==> config.mk <==
export PLATFORM = sky130hd
export DESIGN_NAME = clock_generator_control_regs
export DESIGN_NICKNAME = d
export VERILOG_FILES = /design/src/core/pow2_divider.v /design/src/core/level_sync.v /design/src/core/clock_generator_control_regs.v
export VERILOG_INCLUDE_DIRS = /design/src /design/src/core
export SDC_FILE = /design/constraint.sdc
export NUM_CORES = 1
export LEC_CHECK = 0
export ABC_AREA = 1
export BUFFER_PORTS_ARGS = -buffer_cell sky130_fd_sc_hd__buf_2
export CAP_MARGIN = 20
export CORE_UTILIZATION = 47
export CTS_CLUSTER_DIAMETER = 200
export CTS_CLUSTER_SIZE = 10
export DETAILED_ROUTE_END_ITERATION = 16
export GPL_ROUTABILITY_DRIVEN = 0
export GPL_TIMING_DRIVEN = 0
export MAX_ROUTING_LAYER = met4
export PLACE_DENSITY = 0.76
export SETUP_SLACK_MARGIN = 0.15
export SKIP_CTS_REPAIR_TIMING = 1
export SYNTH_ARGS = -nofsm -noshare
export SYNTH_HDL_FRONTEND = slang
export SYNTH_HIERARCHICAL = 1
export SYNTH_SLANG_ARGS = --single-unit
==> constraint.sdc <==
create_clock -name clk_sys -period 1.8 [get_ports clk_sys]
set_clock_uncertainty 0.2 [all_clocks]
set_input_delay 0.18 -clock clk_sys [delete_from_list [all_inputs] [get_ports clk_sys]]
set_output_delay 0.18 -clock clk_sys [all_outputs]
set_load 0.005 [all_outputs]
==> src/core/clock_gen_defines.vh <==
// Register offsets, field positions, reset values and timing counts for the clock generator controls.
// Assumes inclusion by bare name from the core files.
`ifndef CLOCK_GEN_DEFINES_VH
`define CLOCK_GEN_DEFINES_VH
`define CTRL_ONE_OFFSET 12'h000
`define CTRL_TWO_OFFSET 12'h004
`define STATUS_OFFSET 12'h008
`define CTRL_ONE_RESET 8'h04
`define CTRL_TWO_RESET 8'h40
`define SRC_SEL_HI 7
`define SRC_SEL_LO 6
`define REF_DIV_HI 5
`define REF_DIV_LO 3
`define INT_REF_CHOOSE_BIT 2
`define INT_REF_OE_BIT 1
`define INT_REF_STOP_BIT 0
`define BUS_DIV_HI 7
`define BUS_DIV_LO 6
`define RANGE_BIT 5
`define HIGH_GAIN_BIT 4
`define LOW_POWER_BIT 3
`define EXT_SRC_BIT 2
`define EXT_REF_OE_BIT 1
`define EXT_REF_STOP_BIT 0
`define SRC_LOOP 2'h0
`define SRC_INTERNAL 2'h1
`define SRC_EXTERNAL 2'h2
`define SRC_RESERVED 2'h3
`define SYNC_STAGES 2
`define LOCK_WAIT_CYCLES 64
`endif

==> src/core/pow2_divider.v <==
// Divide-by-two-to-the-power enable divider.
// Assumes en_in is a one-cycle enable of the source rate.
`timescale 1ns/1ps
module pow2_divider #(
    parameter SEL_W = 3,
    parameter CNT_W = 7
) (
    // Clock and reset
    input wire clk_sys,
    input wire rst_n,
    // Source enable and power selection
    input wire en_in,
    input wire [SEL_W-1:0] power_sel,
    // Divided enable
    output wire en_out
);
    reg [CNT_W-1:0] count_q;
    wire [CNT_W-1:0] mask = ~({CNT_W{1'b1}} << power_sel);
    // Terminal count under the mask; code 0 passes every enable
    assign en_out = en_in && ((count_q & mask) == mask);
    always @(posedge clk_sys or negedge rst_n) begin
        if (!rst_n) begin
            count_q <= {CNT_W{1'b0}};
        end else if (en_in) begin
            count_q <= count_q + {{(CNT_W-1){1'b0}}, 1'b1};
        end
    end
endmodule // pow2_divider

==> src/core/level_sync.v <==
// Two-stage level synchroniser, used to delay status until the crossing settles.
// Assumes d_in is a level.
`timescale 1ns/1ps
module level_sync #(
    parameter W = 2
) (
    // Clock and reset
    input wire clk_sys,
    input wire rst_n,
    // Level in and settled level out
    input wire [W-1:0] d_in,
    output reg [W-1:0] q_out
);
    reg [W-1:0] meta_q;
    always @(posedge clk_sys or negedge rst_n) begin
        if (!rst_n) begin
            meta_q <= {W{1'b0}};
            q_out <= {W{1'b0}};
        end else begin
            meta_q <= d_in;
            q_out <= meta_q;
        end
    end
endmodule // level_sync

==> src/core/clock_generator_control_regs.v <==
// Clock generator control registers with AXI4-Lite slave, source routing and stop gating.
// Assumes one clock; reference and loop clocks arrive as enable pulses on clk_sys.
// Functional notes
// - Source field 00 loop, 01 internal, 10 external reference for system clock.
// - Source code 11 behaves as loop output.
// - Reference divider divides by two to the code, reset divide-by-one.
// - Reference select bit one picks internal, zero external loop reference.
// - Internal reference output enable gates the internal clock output.
// - Internal stop bit keeps internal reference in stop if enabled or internal mode.
// - Bus divider divides system clock by 1, 2, 4, 8; reset divide-by-two.
// - Range bit selects high or low external frequency range.
// - High gain bit selects high gain versus low power oscillator.
// - Low power bit disables loop in bypassed modes.
// - External source bit requests crystal oscillator or external clock.
// - External reference output enable gates the external clock output.
// - External stop bit keeps external reference in stop if enabled or external mode.
// - Mode status follows source select only after synchronisation.
// - Changing reference select or divider clears lock until relocked.
`timescale 1ns/1ps
`include "clock_gen_defines.vh"
module clock_generator_control_regs #(
    parameter LOCK_WAIT = `LOCK_WAIT_CYCLES
) (
    // Clock and reset
    input wire clk_sys,
    input wire rst_n,
    // AXI4-Lite write address
    input wire [11:0] s_axi_awaddr,
    input wire s_axi_awvalid,
    output wire s_axi_awready,
    // AXI4-Lite write data
    input wire [31:0] s_axi_wdata,
    input wire [3:0] s_axi_wstrb,
    input wire s_axi_wvalid,
    output wire s_axi_wready,
    // AXI4-Lite write response
    output reg [1:0] s_axi_bresp,
    output reg s_axi_bvalid,
    input wire s_axi_bready,
    // AXI4-Lite read address
    input wire [11:0] s_axi_araddr,
    input wire s_axi_arvalid,
    output wire s_axi_arready,
    // AXI4-Lite read data
    output reg [31:0] s_axi_rdata,
    output reg [1:0] s_axi_rresp,
    output reg s_axi_rvalid,
    input wire s_axi_rready,
    // Clock enables from the sources
    input wire loop_clk_en,
    input wire int_ref_en,
    input wire ext_ref_en,
    // Power state
    input wire stop_mode,
    input wire loop_locked_raw,
    // Generated enables
    output reg system_clk_en,
    output reg bus_clk_en,
    output reg loop_ref_en,
    output reg internal_ref_clock_out,
    output reg external_ref_clock_out,
    // Oscillator and loop controls
    output reg osc_high_range,
    output reg osc_high_gain,
    output reg external_source_choose,
    output reg loop_enable,
    output reg int_ref_running,
    output reg ext_ref_running,
    // Status
    output reg [1:0] system_source_status,
    output reg lock_status
);
    localparam ST_IDLE = 2'b01;
    localparam ST_RESP = 2'b10;
    // Offsets kept 12 bits wide so the word index is a plain part-select
    localparam [11:0] OFF_ONE = `CTRL_ONE_OFFSET;
    localparam [11:0] OFF_TWO = `CTRL_TWO_OFFSET;
    localparam [11:0] OFF_STATUS = `STATUS_OFFSET;
    localparam [31:0] LOCK_WAIT_32 = LOCK_WAIT;

    reg [7:0] ctrl_one_q;
    reg [7:0] ctrl_two_q;
    reg [1:0] wstate_q;
    reg aw_held_q;
    reg w_held_q;
    reg [11:0] awaddr_q;
    reg [31:0] wdata_q;
    reg wstrb0_q;
    reg stop_q;
    reg stop_int_keep_q;
    reg stop_ext_keep_q;
    reg lock_q;
    reg [6:0] lock_cnt_q;

    wire [1:0] src_sel = ctrl_one_q[`SRC_SEL_HI:`SRC_SEL_LO];
    wire [2:0] ref_div = ctrl_one_q[`REF_DIV_HI:`REF_DIV_LO];
    wire int_choose = ctrl_one_q[`INT_REF_CHOOSE_BIT];
    wire [1:0] bus_div = ctrl_two_q[`BUS_DIV_HI:`BUS_DIV_LO];
    wire low_power = ctrl_two_q[`LOW_POWER_BIT];
    wire [1:0] src_eff = (src_sel == `SRC_RESERVED) ? `SRC_LOOP : src_sel;
    wire [1:0] src_synced;

    // Write channel: address and data taken in either order
    wire aw_fire = s_axi_awvalid && s_axi_awready;
    wire w_fire = s_axi_wvalid && s_axi_wready;
    assign s_axi_awready = (wstate_q == ST_IDLE) && !aw_held_q;
    assign s_axi_wready = (wstate_q == ST_IDLE) && !w_held_q;
    wire have_aw = aw_held_q || aw_fire;
    wire have_w = w_held_q || w_fire;
    wire [11:0] wr_addr = aw_held_q ? awaddr_q : s_axi_awaddr;
    wire [31:0] wr_data = w_held_q ? wdata_q : s_axi_wdata;
    wire wr_lane0 = w_held_q ? wstrb0_q : s_axi_wstrb[0];
    wire wr_go = (wstate_q == ST_IDLE) && have_aw && have_w;
    wire wr_one = wr_go && wr_lane0 && (wr_addr[11:2] == OFF_ONE[11:2]);
    wire wr_two = wr_go && wr_lane0 && (wr_addr[11:2] == OFF_TWO[11:2]);
    wire wr_known = (wr_addr[11:2] == OFF_ONE[11:2]) || (wr_addr[11:2] == OFF_TWO[11:2]);

    always @(posedge clk_sys or negedge rst_n) begin
        if (!rst_n) begin
            wstate_q <= ST_IDLE;
            aw_held_q <= 1'b0;
            w_held_q <= 1'b0;
            awaddr_q <= 12'h000;
            wdata_q <= 32'h00000000;
            wstrb0_q <= 1'b0;
            s_axi_bvalid <= 1'b0;
            s_axi_bresp <= 2'h0;
        end else begin
            case (wstate_q)
                ST_IDLE: begin
                    if (wr_go) begin
                        aw_held_q <= 1'b0;
                        w_held_q <= 1'b0;
                        s_axi_bvalid <= 1'b1;
                        s_axi_bresp <= wr_known ? 2'h0 : 2'h2;
                        wstate_q <= ST_RESP;
                    end else begin
                        if (aw_fire) begin
                            aw_held_q <= 1'b1;
                            awaddr_q <= s_axi_awaddr;
                        end
                        if (w_fire) begin
                            w_held_q <= 1'b1;
                            wdata_q <= s_axi_wdata;
                            wstrb0_q <= s_axi_wstrb[0];
                        end
                    end
                end
                ST_RESP: begin
                    if (s_axi_bready) begin
                        s_axi_bvalid <= 1'b0;
                        wstate_q <= ST_IDLE;
                    end
                end
                default: begin
                    wstate_q <= ST_IDLE;
                end
            endcase
        end
    end

    // Control registers; only byte lane 0 carries the 8-bit fields
    always @(posedge clk_sys or negedge rst_n) begin
        if (!rst_n) begin
            ctrl_one_q <= `CTRL_ONE_RESET;
            ctrl_two_q <= `CTRL_TWO_RESET;
        end else begin
            if (wr_one) begin
                ctrl_one_q <= wr_data[7:0];
            end
            if (wr_two) begin
                ctrl_two_q <= wr_data[7:0];
            end
        end
    end

    // Read channel: one cycle to answer, held until rready
    assign s_axi_arready = !s_axi_rvalid;
    always @(posedge clk_sys or negedge rst_n) begin
        if (!rst_n) begin
            s_axi_rvalid <= 1'b0;
            s_axi_rdata <= 32'h00000000;
            s_axi_rresp <= 2'h0;
        end else if (s_axi_arvalid && s_axi_arready) begin
            s_axi_rvalid <= 1'b1;
            s_axi_rresp <= 2'h0;
            case (s_axi_araddr[11:2])
                OFF_ONE[11:2]: s_axi_rdata <= {24'h000000, ctrl_one_q};
                OFF_TWO[11:2]: s_axi_rdata <= {24'h000000, ctrl_two_q};
                OFF_STATUS[11:2]: s_axi_rdata <= {29'h00000000, lock_q, system_source_status};
                default: begin
                    s_axi_rdata <= 32'h00000000;
                    s_axi_rresp <= 2'h2;
                end
            endcase
        end else if (s_axi_rready) begin
            s_axi_rvalid <= 1'b0;
        end
    end

    // Loop reference selection and division
    wire ref_chosen_en = int_choose ? int_ref_en : ext_ref_en;
    wire ref_div_en;
    pow2_divider #(.SEL_W(3), .CNT_W(7)) u_ref_div (
        .clk_sys(clk_sys),
        .rst_n(rst_n),
        .en_in(ref_chosen_en),
        .power_sel(ref_div),
        .en_out(ref_div_en)
    );

    // Source mux; the settled code drives routing so the switch is glitch-free
    reg sys_pick;
    always @* begin
        case (src_synced)
            `SRC_INTERNAL: sys_pick = int_ref_en;
            `SRC_EXTERNAL: sys_pick = ext_ref_en;
            default: sys_pick = loop_clk_en;
        endcase
    end

    wire bus_en;
    pow2_divider #(.SEL_W(2), .CNT_W(3)) u_bus_div (
        .clk_sys(clk_sys),
        .rst_n(rst_n),
        .en_in(sys_pick),
        .power_sel(bus_div),
        .en_out(bus_en)
    );

    // Mode status lags the written field by the crossing
    level_sync #(.W(2)) u_mode_sync (
        .clk_sys(clk_sys),
        .rst_n(rst_n),
        .d_in(src_eff),
        .q_out(src_synced)
    );

    // Stop entry decides which references keep running
    wire stop_rise = stop_mode && !stop_q;
    wire in_int_mode = int_choose || (src_synced == `SRC_INTERNAL);
    wire in_ext_mode = !int_choose || (src_synced == `SRC_EXTERNAL);
    wire bypassed = (src_synced != `SRC_LOOP);
    always @(posedge clk_sys or negedge rst_n) begin
        if (!rst_n) begin
            stop_q <= 1'b0;
            stop_int_keep_q <= 1'b0;
            stop_ext_keep_q <= 1'b0;
        end else begin
            stop_q <= stop_mode;
            if (stop_rise) begin
                stop_int_keep_q <= ctrl_one_q[`INT_REF_STOP_BIT] &&
                    (ctrl_one_q[`INT_REF_OE_BIT] || in_int_mode);
                stop_ext_keep_q <= ctrl_two_q[`EXT_REF_STOP_BIT] &&
                    (ctrl_two_q[`EXT_REF_OE_BIT] || in_ext_mode);
            end
        end
    end

    // Lock tracking: any reference change drops lock until a fresh wait
    wire ref_change = (wr_one && ((wr_data[`REF_DIV_HI:`REF_DIV_LO] != ref_div) ||
        (wr_data[`INT_REF_CHOOSE_BIT] != int_choose)));
    always @(posedge clk_sys or negedge rst_n) begin
        if (!rst_n) begin
            lock_q <= 1'b0;
            lock_cnt_q <= 7'h00;
        end else if (ref_change || stop_mode || !loop_enable || !loop_locked_raw) begin
            lock_q <= 1'b0;
            lock_cnt_q <= 7'h00;
        end else if (lock_cnt_q < LOCK_WAIT_32[6:0]) begin
            lock_cnt_q <= lock_cnt_q + 7'h01;
        end else begin
            lock_q <= 1'b1;
        end
    end

    // Registered outputs
    always @(posedge clk_sys or negedge rst_n) begin
        if (!rst_n) begin
            system_clk_en <= 1'b0;
            bus_clk_en <= 1'b0;
            loop_ref_en <= 1'b0;
            internal_ref_clock_out <= 1'b0;
            external_ref_clock_out <= 1'b0;
            osc_high_range <= 1'b0;
            osc_high_gain <= 1'b0;
            external_source_choose <= 1'b0;
            loop_enable <= 1'b1;
            int_ref_running <= 1'b1;
            ext_ref_running <= 1'b0;
            system_source_status <= `SRC_LOOP;
            lock_status <= 1'b0;
        end else begin
            system_clk_en <= sys_pick;
            bus_clk_en <= bus_en;
            loop_ref_en <= ref_div_en;
            int_ref_running <= stop_mode ? stop_int_keep_q : 1'b1;
            ext_ref_running <= stop_mode ? stop_ext_keep_q :
                (ctrl_two_q[`EXT_REF_OE_BIT] || in_ext_mode);
            internal_ref_clock_out <= ctrl_one_q[`INT_REF_OE_BIT] && int_ref_en &&
                (!stop_mode || stop_int_keep_q);
            external_ref_clock_out <= ctrl_two_q[`EXT_REF_OE_BIT] && ext_ref_en &&
                (!stop_mode || stop_ext_keep_q);
            osc_high_range <= ctrl_two_q[`RANGE_BIT];
            osc_high_gain <= ctrl_two_q[`HIGH_GAIN_BIT];
            external_source_choose <= ctrl_two_q[`EXT_SRC_BIT];
            loop_enable <= !stop_mode && !(bypassed && low_power);
            system_source_status <= src_synced;
            lock_status <= lock_q;
        end
    end
endmodule // clock_generator_control_regs

==> results.md <==
- Crit path depth: 9
- Cell Rows: 35
- Period minus WS final: 1.91 ns
- Clock transition at path regs: 0.10 ns
- Maximum Capacitance Violations: 0
- DRT antenna net count: 0
- Fin. max-slew vios: 0
- WHS Path Cells: 5
- CTS H-tree depth: 3
- Sink Count: 90
- Nets@finish: 761
- Post-route cell area: 0.00600 mm²
- Vias in the first global route: 3326
- Async SR Flop Fraction: 100%
- Count of cell types in the netlist: 34
- Most used cell, CP: nand2_2
- CP peak stage delay: 0.56 ns
- Die width: 99.1 µm
- Comb pwr share: 37.4%
- Synth Instances: 526
- Critical setup path kind: reg2reg
- Share of cells above drive strength 1: 32.4%
- Avg Inst Size Synth: 8.42 µm²
- Residual DRC count: 1
- Worst slew pin tran: 0.655 ns
- Filler cells: 713
- Worst min path class: in2reg
- Core box area: 0.00920 mm²
- Largest delay share family, worst path: flip-flops
- Fin Setup TNS: -1.64 ns
- FF-to-FF setup slack: -0.11 ns
- Routed WL per cell: 12.5 µm
- Met2 routed WL: 4.98 mm
- Antenna diode count: 0
- Vias per inst: 4.78
- Area after DPL: 0.00505 mm²
- Maximum clock rate: 524 MHz
- CTS tree: yes
- RSZ-0062 raised after global routing: true
- Final WL: 9.96 mm
- Largest cells by area after synthesis: dfrtp_1 48%, nand2_1 14%, inv_1 5.3%
- EDFF count, synth: 0
- Critical path launch point type: flop
- Hold Path Sink: s_axi_rdata[2]
- Met3 Wirelength: 362 µm
- P per Cell Area: 1110 mW/mm²
- IO Count: 127
- Gr usage total: 19.4%
- Worst setup margin: -0.109 ns
- Critical path capture point type: flop
- DR pass1 iterations: 13
- Highest routed layer: met4
- Hold Crit Start: s_axi_arvalid
- Switch Pwr: 2.48 mW
- Synthesis-to-layout area growth: 35.4%
- RR Endpoint: ctrl_two_q[7]
- Final Setup Violations: 30
- Via count: 3820
- Worst reg-to-reg path cell count: 9
- Commonest cells post-synth: 163 x nand2_1, 85 x dfrtp_1, 62 x inv_1
- Synth Area in Simple Gates: 24.1%
- Largest family of logic cells by synthesized area: simple AND/OR/NAND/NOR gates
- XOR/XNOR Fraction of Synth Area: 2.18%
- Clock Tree Root: clkbuf_8
- Cell Count, Final, Fillers Out: 799
- Post-synthesis compound-gate area fraction: 9.21%
- Initial antenna violation count: 0
- Leak Pwr: 3.14 nW
- Mux contribution to synthesized area: 0.226%
- Max FO, Critical Path: 10
- Initial Util: 48.1%
- Starting DRT DRC Count: 175
- Seq cells post-synth: 90
- Fin Hold WS: 0.0268 ns
- DRT met1 WL: 4.49 mm
- Worst-path cell chain: nand2_4, o21ai_4, nand2_2, buf_6, nor2_4, nand3_4, buf_8, nand2_2, o21ai_2
- Share of the synthesized area in the top cell type: 48.0%
- Dpl cells: 732
- Internal power: 4.16 mW
- Largest net degree at the start of global routing: 68
- Clock Latency Late Sink: 0.36 ns
- Most frequent cell after synthesis: nand2_1
- Reg power frac: 41.4%
- Synthesized cell area: 0.00443 mm²
- Leading area contributor after synthesis: dfrtp_1
- CP required: 1.83 ns
- Synth Area in Adders: 1.70%
- Sequential area share after synthesis: 51.0%
- Slew Limit Headroom: 56.0%
- CTS buffer count: 9
- Sw Ratio: 37.3%
- Failing checks: design-rule violations, negative setup slack
- Clock share of power: 21.2%
- Grt ovf: 0
- Height of the die: 99.1 µm
- Die area: 0.00981 mm²
- Max VDD drop: 0.000436 V
- CP bufs+invs: 2
- Final core utilization: 65.2%
- I/O Buffers: 69
- Detailed Place HPWL: 6.46 mm
- Hold Fails Final Rpt: 0
- Top FF cell, synth: dfrtp_1
- First-pass GRT wire length: 14.7 mm
- Outcome: finished, violations left
- Yosys warning total: 6
- Worst EP arrival: 1.94 ns
- CTS max path bufs: 2
- RR Startpoint: wstate_q[0]
- Final Cycle Share: 106%
- Slowest-stage cell, CP: dfstp_2
## routing by layer
metal	GRT usage [%]	vias up
met5	-	-
met4	8.48	0
met3	2.20	16
met2	31.1	111
met1	25.0	1781
li1	-	1912
## registers in the layout, indices dropped and copies added (netlist names), 3 cells and up
name,cells
s_axi_rdata,8
lock_cnt_q,7
ctrl_two_q,8
ctrl_one_q,8
wdata_q,8
u_ref_div/count_q,7
u_bus_div/count_q,3
awaddr_q,10
## how the worst max path moves through the flow
stage | from | end | slack, ns
after floorplan | wstate_q[0] | ctrl_one_q[6] | 0.05
after global placement | rst_n | awaddr_q[7] | -0.41
after detailed placement | wstate_q[0] | ctrl_one_q[7] | -0.16
after CTS | wstate_q[0] | ctrl_one_q[7] | -0.18
after global routing | aw_held_q | ctrl_one_q[7] | -0.19
final | wstate_q[0] | ctrl_two_q[7] | -0.11
## through the flow
step,worst slack [ns],power [mW]
detailed placement,-0.158,4.59
global placement,-0.411,4.50
finish,-0.109,6.64
CTS,-0.184,5.97
floorplan,0.0477,4.07
global route,-0.191,7.04
## power groups by stage
stage / sequential [mW] / clock (mW) / combinational (mW)
after detailed placement: 2.77 / 0 / 1.81
final: 2.75 / 1.41 / 2.48
after floorplan: 2.72 / 0 / 1.35
after global routing: 2.80 / 1.50 / 2.74
after CTS: 2.74 / 1.42 / 1.82
after global placement: 2.75 / 0 / 1.75
## layout by cell type, fill, tap and decap left out, types with 4 or more instances in the layout
cell type / n
nor3_1: 7
buf_6: 13
dfrtp_1: 85
nor2_1: 33
ha_1: 4
dlygate4sd3_1: 27
nand2_1: 142
conb_1: 26
nor2_4: 5
dfstp_2: 5
clkbuf_8: 9
inv_2: 5
nand2_2: 18
buf_4: 39
nand4_1: 5
inv_1: 59
nand2_4: 9
buf_2: 70
o21ai_1: 8
a21oi_1: 11
nand3_1: 19
o21ai_0: 20
o21ai_2: 20
xor2_1: 10
## kinds of logic (layout without fill, tap and decap cells)
family | after synthesis | in the layout
adder cells (fa/ha/maj) | 6 | 6
XOR/XNOR | 11 | 11
buffers and inverters | 100 | 236
AND/OR/NAND/NOR | 251 | 252
AO/OA/AOI/OAI | 66 | 66
flip-flops | 90 | 90
multiplexers | 1 | 1
other | 1 | 26
## cell type report
cell class,instances,area (µm²),area share (%)
Sequential cell,90,2260,37.7
Multi-Input combinational cell,362,1990,33.2
Timing Repair Buffer,120,882,14.7
Buffer,36,289,4.82
Inverter,64,240,4.01
Tap cell,111,139,2.32
Clock buffer,9,124,2.07
Clock inverter,7,75.1,1.25
## worst reg2reg max path: stages, from the launching register on
cell and delay [ns]:
dfstp_2 0.56, nand2_4 0.09, o21ai_4 0.15, nand2_2 0.08, buf_6 0.13, nor2_4 0.18, nand3_4 0.12, buf_8 0.17
nand2_2 0.06, o21ai_2 0.05
No activity file was read; power rests on OpenSTA's default activity.
